### config.mk
export PLATFORM = sky130hd
export DESIGN_NAME = qsg_status_group
export DESIGN_NICKNAME = d
export VERILOG_FILES = /design/src/design/qsg_status_group.v
export VERILOG_INCLUDE_DIRS = /design/src /design/src/design
export SDC_FILE = /design/constraint.sdc
export NUM_CORES = 1
export LEC_CHECK = 0
export BUFFER_PORTS_ARGS = -buffer_cell sky130_fd_sc_hd__buf_2
export CAP_MARGIN = 20
export CORE_ASPECT_RATIO = 0.7
export CORE_MARGIN = 4
export CORE_UTILIZATION = 33
export DETAILED_ROUTE_END_ITERATION = 10
export GPL_TIMING_DRIVEN = 0
export PLACE_DENSITY = 0.62
export SKIP_LAST_GASP = 1
export SLEW_MARGIN = 20
export SYNTH_ARGS = -nofsm -noshare
export SYNTH_HDL_FRONTEND = slang
export SYNTH_SLANG_ARGS = --single-unit
### constraint.sdc
create_clock -name clk -period 3.1 [get_ports clk]
set_input_delay 0.62 -clock clk [delete_from_list [all_inputs] [get_ports clk]]
set_output_delay 0.62 -clock clk [all_outputs]
set_load 0.05 [all_outputs]
### src/design/qsg_regs.vh
// Constants for the questionable status group: bit positions, reset values, command codes
`ifndef QSG_REGS_VH
`define QSG_REGS_VH
`define QSG_W            16
`define QSG_BIT_TIME     2
`define QSG_BIT_FREQ     5
`define QSG_BIT_CAL      8
`define QSG_BIT_LIMIT    10
`define QSG_BIT_WARN     14
`define QSG_BIT_SIGN     15
`define QSG_USED_MASK    16'h4524
`define QSG_COND_MASK    16'h0024
`define QSG_EVENT_MASK   16'h4500
`define QSG_ENA_RST      16'h0000
`define QSG_PTR_RST      16'h7fff
`define QSG_NTR_RST      16'h0000
// Register select codes on the command port
`define QSG_SEL_COND     3'h0
`define QSG_SEL_EVENT    3'h1
`define QSG_SEL_ENABLE   3'h2
`define QSG_SEL_PTR      3'h3
`define QSG_SEL_NTR      3'h4
`define QSG_SEL_W        3
`endif

### src/design/qsg_status_group.v
// Questionable data/signal status register group with filters, sticky events and summary
// Contract
// RL1: Condition bit 2 is one while auto interpolator calibration is disabled.
// RL2: Condition bit 5 is one while auto interpolator calibration is disabled.
// RL3: Event bit 8 sets on any of the four calibration failure kinds.
// RL4: Event bits 8, 10 and 14 set directly, bypassing transition filters.
// RL5: Event bit 10 sets on every out-of-limit result, even repeated ones.
// RL6: No limit condition state is kept; bit 10 is not an edge.
// RL7: Event bit 14 sets whenever a command ignores a parameter.
// RL8: Bit 15 always reads zero.
// RL9: Bits 0,1,3,4,6,7,9,11-13 have no function.
// RL10: Throughput settings are saved on save-state and defaulted on reset or power cycle.
// RL11: Reference, checking, auto cal enable, display, expected frequency are not saved.
// RL12: Controller should use group execute trigger when device trigger is fetch.
// RL13: Two filter bits choose rising, falling, either or no edge for event setting.
// RL14: Event bits stay set until the event register is read or clear status.
// RL15: Enable register selects summary contributors; preset and power-on clear it.
// RL16: Summary is OR of event bits ANDed with enable bits.
// RL17: Unused positions of condition, event and enable read as zero.
`timescale 1ns/100ps
`include "qsg_regs.vh"
module qsg_status_group (
  input  wire                   clk,
  input  wire                   rst_n,
  input  wire                   autocal_off,
  input  wire                   cal_fail_bus,
  input  wire                   cal_fail_panel,
  input  wire                   cal_fail_interp,
  input  wire                   cal_fail_meas,
  input  wire                   limit_fail,
  input  wire                   param_ignored,
  input  wire                   cls,
  input  wire                   preset,
  input  wire                   wr_en,
  input  wire                   rd_en,
  input  wire [`QSG_SEL_W-1:0]  sel,
  input  wire [`QSG_W-1:0]      wr_data,
  output reg  [`QSG_W-1:0]      rd_data,
  output wire                   summary
);


  // Positions that carry a condition and so pass through the transition filters
  localparam [`QSG_W-1:0] COND_MASK = `QSG_COND_MASK;

  // Positions that carry any function at all; everything else reads zero in the condition, event and enable registers
  localparam [`QSG_W-1:0] USED_MASK = `QSG_USED_MASK;

  // Filter registers never hold bit 15, which keeps reads in the signed range
  localparam [`QSG_W-1:0] FILT_MASK = 16'h7fff;

  // Stored register state
  reg  [`QSG_W-1:0] cond_r;
  reg  [`QSG_W-1:0] event_r;
  reg  [`QSG_W-1:0] enable_r;
  reg  [`QSG_W-1:0] ptr_r;
  reg  [`QSG_W-1:0] ntr_r;

  // Next values of the stored state
  reg  [`QSG_W-1:0] event_nxt;
  reg  [`QSG_W-1:0] enable_nxt;
  reg  [`QSG_W-1:0] ptr_nxt;
  reg  [`QSG_W-1:0] ntr_nxt;
  reg  [`QSG_W-1:0] rd_data_nxt;

  // Combinational helpers
  reg  [`QSG_W-1:0] rd_nxt;
  wire [`QSG_W-1:0] cond_nxt;
  wire [`QSG_W-1:0] edge_hit;
  wire [`QSG_W-1:0] direct_hit;
  wire [`QSG_W-1:0] contrib;
  wire              cal_fail;
  wire              event_read;
  wire              event_clear;
  wire              wr_enable;
  wire              wr_ptr;
  wire              wr_ntr;

  // True when an access strobe addresses the given register select code
  function sel_is;
    input                  strobe;
    input [`QSG_SEL_W-1:0] code;
    input [`QSG_SEL_W-1:0] want;
    begin
      sel_is = strobe && (code == want);
    end
  endfunction

  // A single bit placed at one position of an otherwise zero word
  function [`QSG_W-1:0] bit_at;
    input         value;
    input integer pos;
    begin
      bit_at      = {`QSG_W{1'b0}};
      bit_at[pos] = value;
    end
  endfunction

  // Access decode; the event read doubles as the event clear
  assign event_read = sel_is(rd_en, sel, `QSG_SEL_EVENT);
  assign wr_enable  = sel_is(wr_en, sel, `QSG_SEL_ENABLE);
  assign wr_ptr     = sel_is(wr_en, sel, `QSG_SEL_PTR);
  assign wr_ntr     = sel_is(wr_en, sel, `QSG_SEL_NTR);

  // Clear status and the event query both empty the sticky bits
  assign event_clear = event_read || cls; // [RL14]

  // Per bit: condition, transition filter and summary contribution
  genvar gi;
  generate
    for (gi = 0; gi < `QSG_W; gi = gi + 1) begin : g_bit
      // Only the two condition positions follow the auto calibration setting
      assign cond_nxt[gi] = COND_MASK[gi] & autocal_off; // [RL1] [RL2] [RL9]

      // Rising edge passes with its positive filter bit, falling with its negative one
      assign edge_hit[gi] = COND_MASK[gi]
                            & ((cond_nxt[gi] & ~cond_r[gi] & ptr_r[gi])
                            | (~cond_nxt[gi] & cond_r[gi] & ntr_r[gi])); // [RL13]

      // An event counts towards the summary only where it is enabled
      assign contrib[gi] = event_r[gi] & enable_r[gi]; // [RL16]
    end
  endgenerate

  // Any calibration failure source raises the error event
  assign cal_fail = cal_fail_bus | cal_fail_panel | cal_fail_interp | cal_fail_meas; // [RL3]

  // Event inputs set directly; limit failure is a pulse per result, no stored state
  assign direct_hit = bit_at(cal_fail, `QSG_BIT_CAL)
                    | bit_at(limit_fail, `QSG_BIT_LIMIT)
                    | bit_at(param_ignored, `QSG_BIT_WARN); // [RL4] [RL5] [RL6] [RL7]

  // Sticky events, cleared on read or clear status; a new event wins over the clear
  always @* begin
    event_nxt = event_r;
    if (event_clear) begin
      event_nxt = {`QSG_W{1'b0}}; // [RL14]
    end
    event_nxt = (event_nxt | edge_hit | direct_hit) & USED_MASK; // [RL8] [RL17]
  end

  // Enable and filter registers; preset beats a write in the same cycle
  always @* begin
    enable_nxt = enable_r;
    ptr_nxt    = ptr_r;
    ntr_nxt    = ntr_r;
    if (preset) begin
      enable_nxt = `QSG_ENA_RST; // [RL15]
      ptr_nxt    = `QSG_PTR_RST;
      ntr_nxt    = `QSG_NTR_RST;
    end else begin
      if (wr_enable) begin
        enable_nxt = wr_data & USED_MASK; // [RL17]
      end
      if (wr_ptr) begin
        ptr_nxt = wr_data & FILT_MASK; // [RL8]
      end
      if (wr_ntr) begin
        ntr_nxt = wr_data & FILT_MASK; // [RL8]
      end
    end
  end

  // Read multiplexer, unused bits masked to zero except in the filter registers
  always @* begin
    case (sel)
      `QSG_SEL_COND: begin
        rd_nxt = cond_r & USED_MASK; // [RL17]
      end
      `QSG_SEL_EVENT: begin
        rd_nxt = event_r & USED_MASK; // [RL8]
      end
      `QSG_SEL_ENABLE: begin
        rd_nxt = enable_r & USED_MASK; // [RL17]
      end
      `QSG_SEL_PTR: begin
        rd_nxt = ptr_r;
      end
      `QSG_SEL_NTR: begin
        rd_nxt = ntr_r;
      end
      default: begin
        rd_nxt = {`QSG_W{1'b0}};
      end
    endcase
  end

  // Read data is captured on the read strobe and holds until the next one
  always @* begin
    rd_data_nxt = rd_data;
    if (rd_en) begin
      rd_data_nxt = rd_nxt;
    end
  end

  // Register state; nothing here survives a power cycle, so no saved copy exists
  always @(posedge clk) begin
    if (!rst_n) begin
      cond_r   <= {`QSG_W{1'b0}};
      event_r  <= {`QSG_W{1'b0}};
      enable_r <= `QSG_ENA_RST; // [RL15] [RL10] [RL11]
      ptr_r    <= `QSG_PTR_RST;
      ntr_r    <= `QSG_NTR_RST;
      rd_data  <= {`QSG_W{1'b0}};
    end else begin
      cond_r   <= cond_nxt;
      event_r  <= event_nxt;
      enable_r <= enable_nxt;
      ptr_r    <= ptr_nxt;
      ntr_r    <= ntr_nxt;
      rd_data  <= rd_data_nxt;
    end
  end

  // Group summary from enabled events
  assign summary = |contrib; // [RL16]

endmodule // qsg_status_group

==> qor.yml, run 1 <==
run_status:
  outcome: "complete, no violations"
min_path:
  hold_path_class: "reg -> reg"
sta:
  tns_ns: 0
  max_freq_ghz: 0.520
  slew_headroom: 0.591
  setup_violations: 0
  whs_ns: 0.458
  post-route-period-util: 0.620
  rsz0062_at_grt: "no"
  clock_skew_ns: 0.00290
  final-max-slew-violation-count: 0
  tightest_slew_ns: 0.614
  fin_crit_ns: 1.92
  hold_viol: 0
route:
  finalWirelength_um: 6240
  post_drt_wl_per_cell_um: 14.9
  ant_nets: 0
  drt_iter0_drc: 161
  wl_met3_um: 550
  route.detailed.drc: 0
  viasPerCell: 4.91
  wl_met2_um: 2820
  firstDrtPassIters: 5
  m1WireLength_um: 2820
  vias: 2059
  top_layer: "met4"
pwr:
  ir_worst_vdd_uv: 189
  p_per_area_nw_per_um2: 483
  leakage_uw: 0.00113
global_route:
  grtUsageTotal: 0.150
  grt-ovfl-total: 0
  grt_max_degree: 18
  first_global_vias: 2048
  antenna_found_initial: 0
  grt_pass1_wl_um: 10100
finish:
  antenna_cells: 0
  syn_to_final_growth_pct: 18.4
  drive_above_1_share: 0.252
  final_cells: 419
  nets: 356
placement:
  hpwlAfterDp_um: 4560
  placedCellCount: 411
  gp_congestion: 0.841
  portBuffers: 45
logic_synthesis:
  yosysSeqAreaShare: 0.479
  avgSynthCellArea_sq_um: 8.61
  synth-seq-cells: 56
  synth.distinct_cells: 33
  ys_warn_count: 0
  synth_area_sq_um: 2340
  postSynthCellCount: 272
  syn_nets: 304
floorplan:
  core_region_area_sq_um: 6820
  io_pins: 49
  initial_core_util: 0.343
  dieArea_sq_um: 8530
  die_h_um: 78.5
  core.rowCount: 25
  die_w_um: 109
critical_path:
  reg2reg_slack_ns: 2.09
  rr_endpoint: "rd_data[2]"
  crit_required_ns: 2.48
  crit_path_end: "summary"
  worstPathMaxFanout: 3
  startpoint: "event_r[14]"
  critical_path_class: "reg -> out"
  r2r_start: "enable_r[2]"
  ff2ff_path_depth: 4
  cp-end-kind: "primary output"
  cp-start-kind: "register"
  crit_arrival_ns: 1.30
cts:
  cts_tree: "yes"
  clkSlewWorstSetupHoldPaths_ns: 0.10
  h-tree-depth: 2
  cts_hold_buf: 0
  cts_resized: 0
  cts-root-buf: "clkbuf_8"
  cts_max_path_buffers: 2
  cts_setup_buffers: 0
  cts.sinks: 56
  worst_skew_pair.late_latency_ns: 0.30
  numCtsBuffers: 5
job:
  drv_cap: 0
==> sequential cells by signal, indices dropped and copies added, names as in the netlist <==
register  flops
ptr_r        15
event_r       5
rd_data      15
ntr_r        15
enable_r      5
cond_r        1
==> where the power goes <==
part | internal [uW] | switching, uW | total [uW]
logic | 63.3 | 125 | 189
registers | 741 | 12.9 | 753
clock network | 158 | 238 | 397
==> layout by cell type, fill, tap and decap left out, types with 3 or more instances in the layout <==
cell,n
and2_1,3
buf_2,52
nand2_1,65
a21oi_1,20
buf_6,3
nor2b_1,7
o211a_1,3
clkbuf_8,5
mux2i_1,7
buf_4,3
a22oi_1,17
nand3_1,16
a222oi_1,3
a21oi_2,10
dfxtp_1,56
o21ai_0,12
clkbuf_1,9
nor2_1,9
nor3_1,4
==> layout make-up <==
type,count,area [sq um]
Buffer,22,125
Clock buffer,5,68.8
Clock inverter,3,18.8
Fill cell,753,4050
Inverter,1,3.75
Multi-Input combinational cell,193,1090
Sequential cell,56,1120
Tap cell,94,118
Timing Repair Buffer,45,225
==> metal layers <==
metal | vias up | GRT usage
met2 | 66 | 0.232
met3 | 6 | 0.0386
li1 | 1044 | -
met4 | 0 | 0.0290
met1 | 943 | 0.211
met5 | - | 0
==> critical path: stages, from the launching register on <==
cell and delay (ns):
dfxtp_1 0.35, a222oi_1 0.34, nand2_1 0.09, buf_2 0.22
==> Yosys cell counts (all sizes together) <==
cell / number / share of area
nand2: 65 / 0.10
dfxtp: 56 / 0.48
a21oi: 30 / 0.080
a22oi: 17 / 0.055
nand3: 16 / 0.034
buf: 13 / 0.039
o21ai: 12 / 0.026
clkbuf: 9 / 0.014
nor2: 9 / 0.014
nor2b: 8 / 0.022
mux2i: 7 / 0.030
nor3: 4 / 0.0086
a222oi: 3 / 0.013
and2: 3 / 0.0080
o211a: 3 / 0.013
a31oi: 2 / 0.0080
mux2: 2 / 0.0096
nand2b: 2 / 0.0053
o211ai: 2 / 0.0064
a211oi: 1 / 0.0032
a21boi: 1 / 0.0032
and2b: 1 / 0.0037
and3: 1 / 0.0027
and3b: 1 / 0.0037
conb: 1 / 0.0016
inv: 1 / 0.0016
nor3b: 1 / 0.0080
nor4: 1 / 0.0027
==> how the worst min path moves through the flow <==
stage	start	end	slack [ns]	cells past startpoint
floorplan	ntr_r[0]	ntr_r[0]	0.44	2
global placement	ntr_r[0]	ntr_r[0]	0.44	2
detailed placement	ntr_r[0]	ntr_r[0]	0.45	2
CTS	ntr_r[3]	ntr_r[3]	0.46	2
global route	ntr_r[7]	ntr_r[7]	0.49	2
finish	ntr_r[3]	ntr_r[3]	0.46	2
==> stage by stage <==
stage          setup slack (ns)  total power, uW   util  instance area, sq um
5_1_grt                    1.14             1400  0.406                  2770
4_1_cts                    1.17             1360  0.406                  2770
6_report                   1.18             1340  0.406                  2770
2_1_floorplan              1.41              894      -                  2340
3_5_place_dp              0.986              959  0.394                  2680
3_3_place_gp               1.01              957  0.394                  2680
==> kinds of logic after synthesis <==
group | after synthesis | synth area share
buffers and inverters | 23 | 0.0550
muxes | 9 | 0.0396
AOI/OAI and AO/OA | 71 | 0.207
DFF | 56 | 0.479
and+or+nand+nor | 112 | 0.218
other | 1 | 0.00160
Power figures use the tool's default switching activity.
==> run 2: changes to the inputs <==
ABC_AREA = 1   (was default)
clock period = 1.8 ns   (was 3.1 ns; I/O delays follow)
==> qor.yml, run 2 <==
sta:
  post-route-period-util: 0.914
  clock_skew_ns: 0.00941  # +0.00652 ns
  tightest_slew_ns: 0.540  # -0.0741 ns
  setup_violations: 0  # unchanged
  slew_headroom: 0.640  # +0.0494
  hold_viol: 0  # unchanged
  final-max-slew-violation-count: 0  # unchanged
  max_freq_ghz: 0.608
  fin_crit_ns: 1.64
  rsz0062_at_grt: "no"
  setup_slack_ns: 0.156  # -1.02 ns
  whs_ns: 0.256  # -0.202 ns
  tns_ns: 0  # unchanged
floorplan:
  dieArea_sq_um: 8830  # +3.5%
  core_region_area_sq_um: 6940  # +1.8%
  io_pins: 49  # unchanged
  die_w_um: 111  # +1.8%
  core.rowCount: 25  # unchanged
  die_h_um: 79.8  # +1.7%
  initial_core_util: 0.350  # +0.00679
placement:
  gp_congestion: 0.826  # -1.7%
  pre_cts_slack_ns: 0.252  # -0.735 ns
  placedCellCount: 460  # +12%
  portBuffers: 44  # -2.2%
  hpwlAfterDp_um: 4770  # +4.5%
finish:
  largest_registers: "ntr_r (15), ptr_r (15), rd_data (15)"
  nets: 405  # +14%
  antenna_cells: 0  # unchanged
  final_cells: 468  # +12%
  final_common_cell: "nand2_1"
  final_cell_mix: "nand2_1 (74), dfxtp_1 (56), buf_2 (46)"
  syn_to_final_growth_pct: 18.5  # about the same
  drive_above_1_share: 0.227  # -0.0250
critical_path:
  cp_num_buf_inv: 1  # unchanged
  critical_path_class: "reg -> out"
  critical-path-top-cell-by-count: "nand2_1"
  reg2reg_slack_ns: 0.71  # -1.38 ns
  crit_required_ns: 1.44  # -1.04 ns
  crit_arrival_ns: 1.28  # -0.02 ns
  worstPathCellList: "nand2_1 > nand2_1 > a221oi_1 > nand2_1 > buf_2"
  rr_endpoint: "rd_data[14]"
  crit_path_max_incr_delay_ns: 0.36  # about the same
  cp_top_family: "flip-flops"
  worstPathMaxFanout: 3  # unchanged
  r2r_start: "ptr_r[14]"
  worst_path_max_delay_cell: "dfxtp_1"
  cp-end-kind: "primary output"
  cp-start-kind: "register"
  ff2ff_path_depth: 4  # unchanged
job:
  drv_cap: 0  # unchanged
logic_synthesis:
  synth_area_sq_um: 2430  # +3.8%
  synth-seq-cells: 56  # unchanged
  synth.distinct_cells: 30  # -9.1%
  ys_warn_count: 0  # unchanged
  synthSimpleGateAreaFrac: 0.226  # +0.00787
  synth-main-ff-cell: "dfxtp_1"
  synth_edf_count: 0  # unchanged
  synth.largest_area_cell: "dfxtp_1"
  yosys-top-cells-count: "nand2_1 (74), dfxtp_1 (56), a21oi_1 (37)"
  avgSynthCellArea_sq_um: 7.55  # -12%
  synth_xor_xnor_area_share: 0  # unchanged
  synthArstFlopShare: 0  # unchanged
  yosysSeqAreaShare: 0.461  # -0.0177
  synth-compound-area-share: 0.203  # -0.00355
  yosysMostFrequentCell: "nand2_1"
  netlist.area_leader.share: 0.461  # -0.0177
  syn_nets: 354  # +16%
  ys_top_cells_by_area: "dfxtp_1 (46%), nand2_1 (11%), a21oi_1 (7.6%), inv_1 (5.2%), o21ai_0 (4.7%)"
  synthAdderAreaFrac: 0  # unchanged
  muxShareOfSynthArea: 0  # -0.0396
  synth_top_family_by_area: "simple AND/OR/NAND/NOR gates"
  postSynthCellCount: 322  # +18%
global_route:
  grtUsageTotal: 0.143  # -0.00670
  grt-ovfl-total: 0  # unchanged
  grt_pass1_wl_um: 10000  # -0.81%
  antenna_found_initial: 0  # unchanged
  first_global_vias: 1980  # -3.3%
  grt_max_degree: 18  # unchanged
cts:
  cts.sinks: 56  # unchanged
  cts_resized: 0  # unchanged
  cts_tree: "yes"
  clkSlewWorstSetupHoldPaths_ns: 0.10  # about the same
  cts-root-buf: "clkbuf_8"
  cts_setup_buffers: 0  # unchanged
  numCtsBuffers: 5  # unchanged
  worst_skew_pair.late_latency_ns: 0.31  # about the same
  cts_hold_buf: 0  # unchanged
  h-tree-depth: 2  # unchanged
  cts_max_path_buffers: 2  # unchanged
route:
  post_drt_wl_per_cell_um: 13.3  # -11%
  drt_iter0_drc: 116  # -28%
  vias: 2166  # +5.2%
  route.detailed.drc: 0  # unchanged
  ant_nets: 0  # unchanged
  viasPerCell: 4.63  # -5.8%
  finalWirelength_um: 6210  # -0.47%
  firstDrtPassIters: 4  # -1
pwr:
  ir_worst_vdd_uv: 344  # +82%
  leakage_uw: 0.00125  # +11%
  p_per_area_nw_per_um2: 830  # +72%
min_path:
  hold_path_class: "in -> reg"
  min_path_cells: 3  # +1
  hp-start: "rst_n"
  holdPathEnd: "cond_r[2]"
run_status:
  outcome: "complete, no violations"
==> run 2: changes by cell type in the layout (fill, tap and decap cells not counted), moves of 5 or more <==
| cell | delta |
|---|---|
| a21oi_1 | +17 |
| a21oi_2 | -6 |
| a22oi_1 | -17 |
| buf_2 | -6 |
| inv_1 | +33 |
| inv_2 | +5 |
| mux2i_1 | -7 |
| nand2_1 | +9 |
| nand4_1 | +7 |
| nor2b_1 | -7 |
| o21ai_0 | +11 |
| o21ai_1 | +11 |
| o21ai_2 | +5 |
==> run 2: power by group <==
group          internal [uW]  total [uW]  switching (uW)
clock                    413         831             418
combinational           87.0         275             188
sequential              1270        1290            17.5
total                   1770        2390             624
==> run 2: how the worst max path moves through the flow <==
stage	start	end	slack [ns]	cells after the start
3_3_place_gp	rst_n	ntr_r[5]	0.25	6
6_report	event_r[5]	summary	0.16	5
4_1_cts	event_r[5]	summary	0.16	5
2_1_floorplan	event_r[5]	summary	0.52	4
5_1_grt	event_r[2]	summary	0.03	5
3_5_place_dp	rst_n	ntr_r[6]	0.25	6
==> run 2: worst register-to-register path, stage by stage, from the launching register on <==
cell and delay (ns):
dfxtp_1 0.32, inv_1 0.06, o21ai_0 0.34, o21ai_0 0.17, a21oi_1 0.14
==> run 2: logic make-up after synthesis <==
kind of cell | Yosys count
compound gates | 87
other cells | 1
simple gates | 122
buf+inv | 56
flops | 56
==> run 2: layout make-up <==
cell class              instances  area (sq um)
well taps                      94           118
clock buffers                   5          68.8
flip-flops and latches         56          1120
multi-input cells             210          1050
inverters                      40           151
fillers                       753          4060
clock inverters                 3          42.5
plain buffers                  16           111
repair buffers                 44           220
==> run 2: per-layer routing <==
layer  track usage  vias to the layer above  wire length, um
li1              -                     1153                -
met1         0.219                      951             3270
met2         0.188                       60             2390
met3        0.0485                        2              522
met4        0.0332                        0               29
met5             0                        -                0
==> run 2: per-stage QoR <==
| stage | utilization | total power (uW) | cell area (sq um) |
|---|---|---|---|
| floorplan | - | 1490 | 2430 |
| global placement | 0.399 | 1590 | 2770 |
| detailed placement | 0.399 | 1590 | 2770 |
| CTS | 0.415 | 2410 | 2880 |
| global route | 0.415 | 2510 | 2880 |
| finish | 0.415 | 2390 | 2880 |
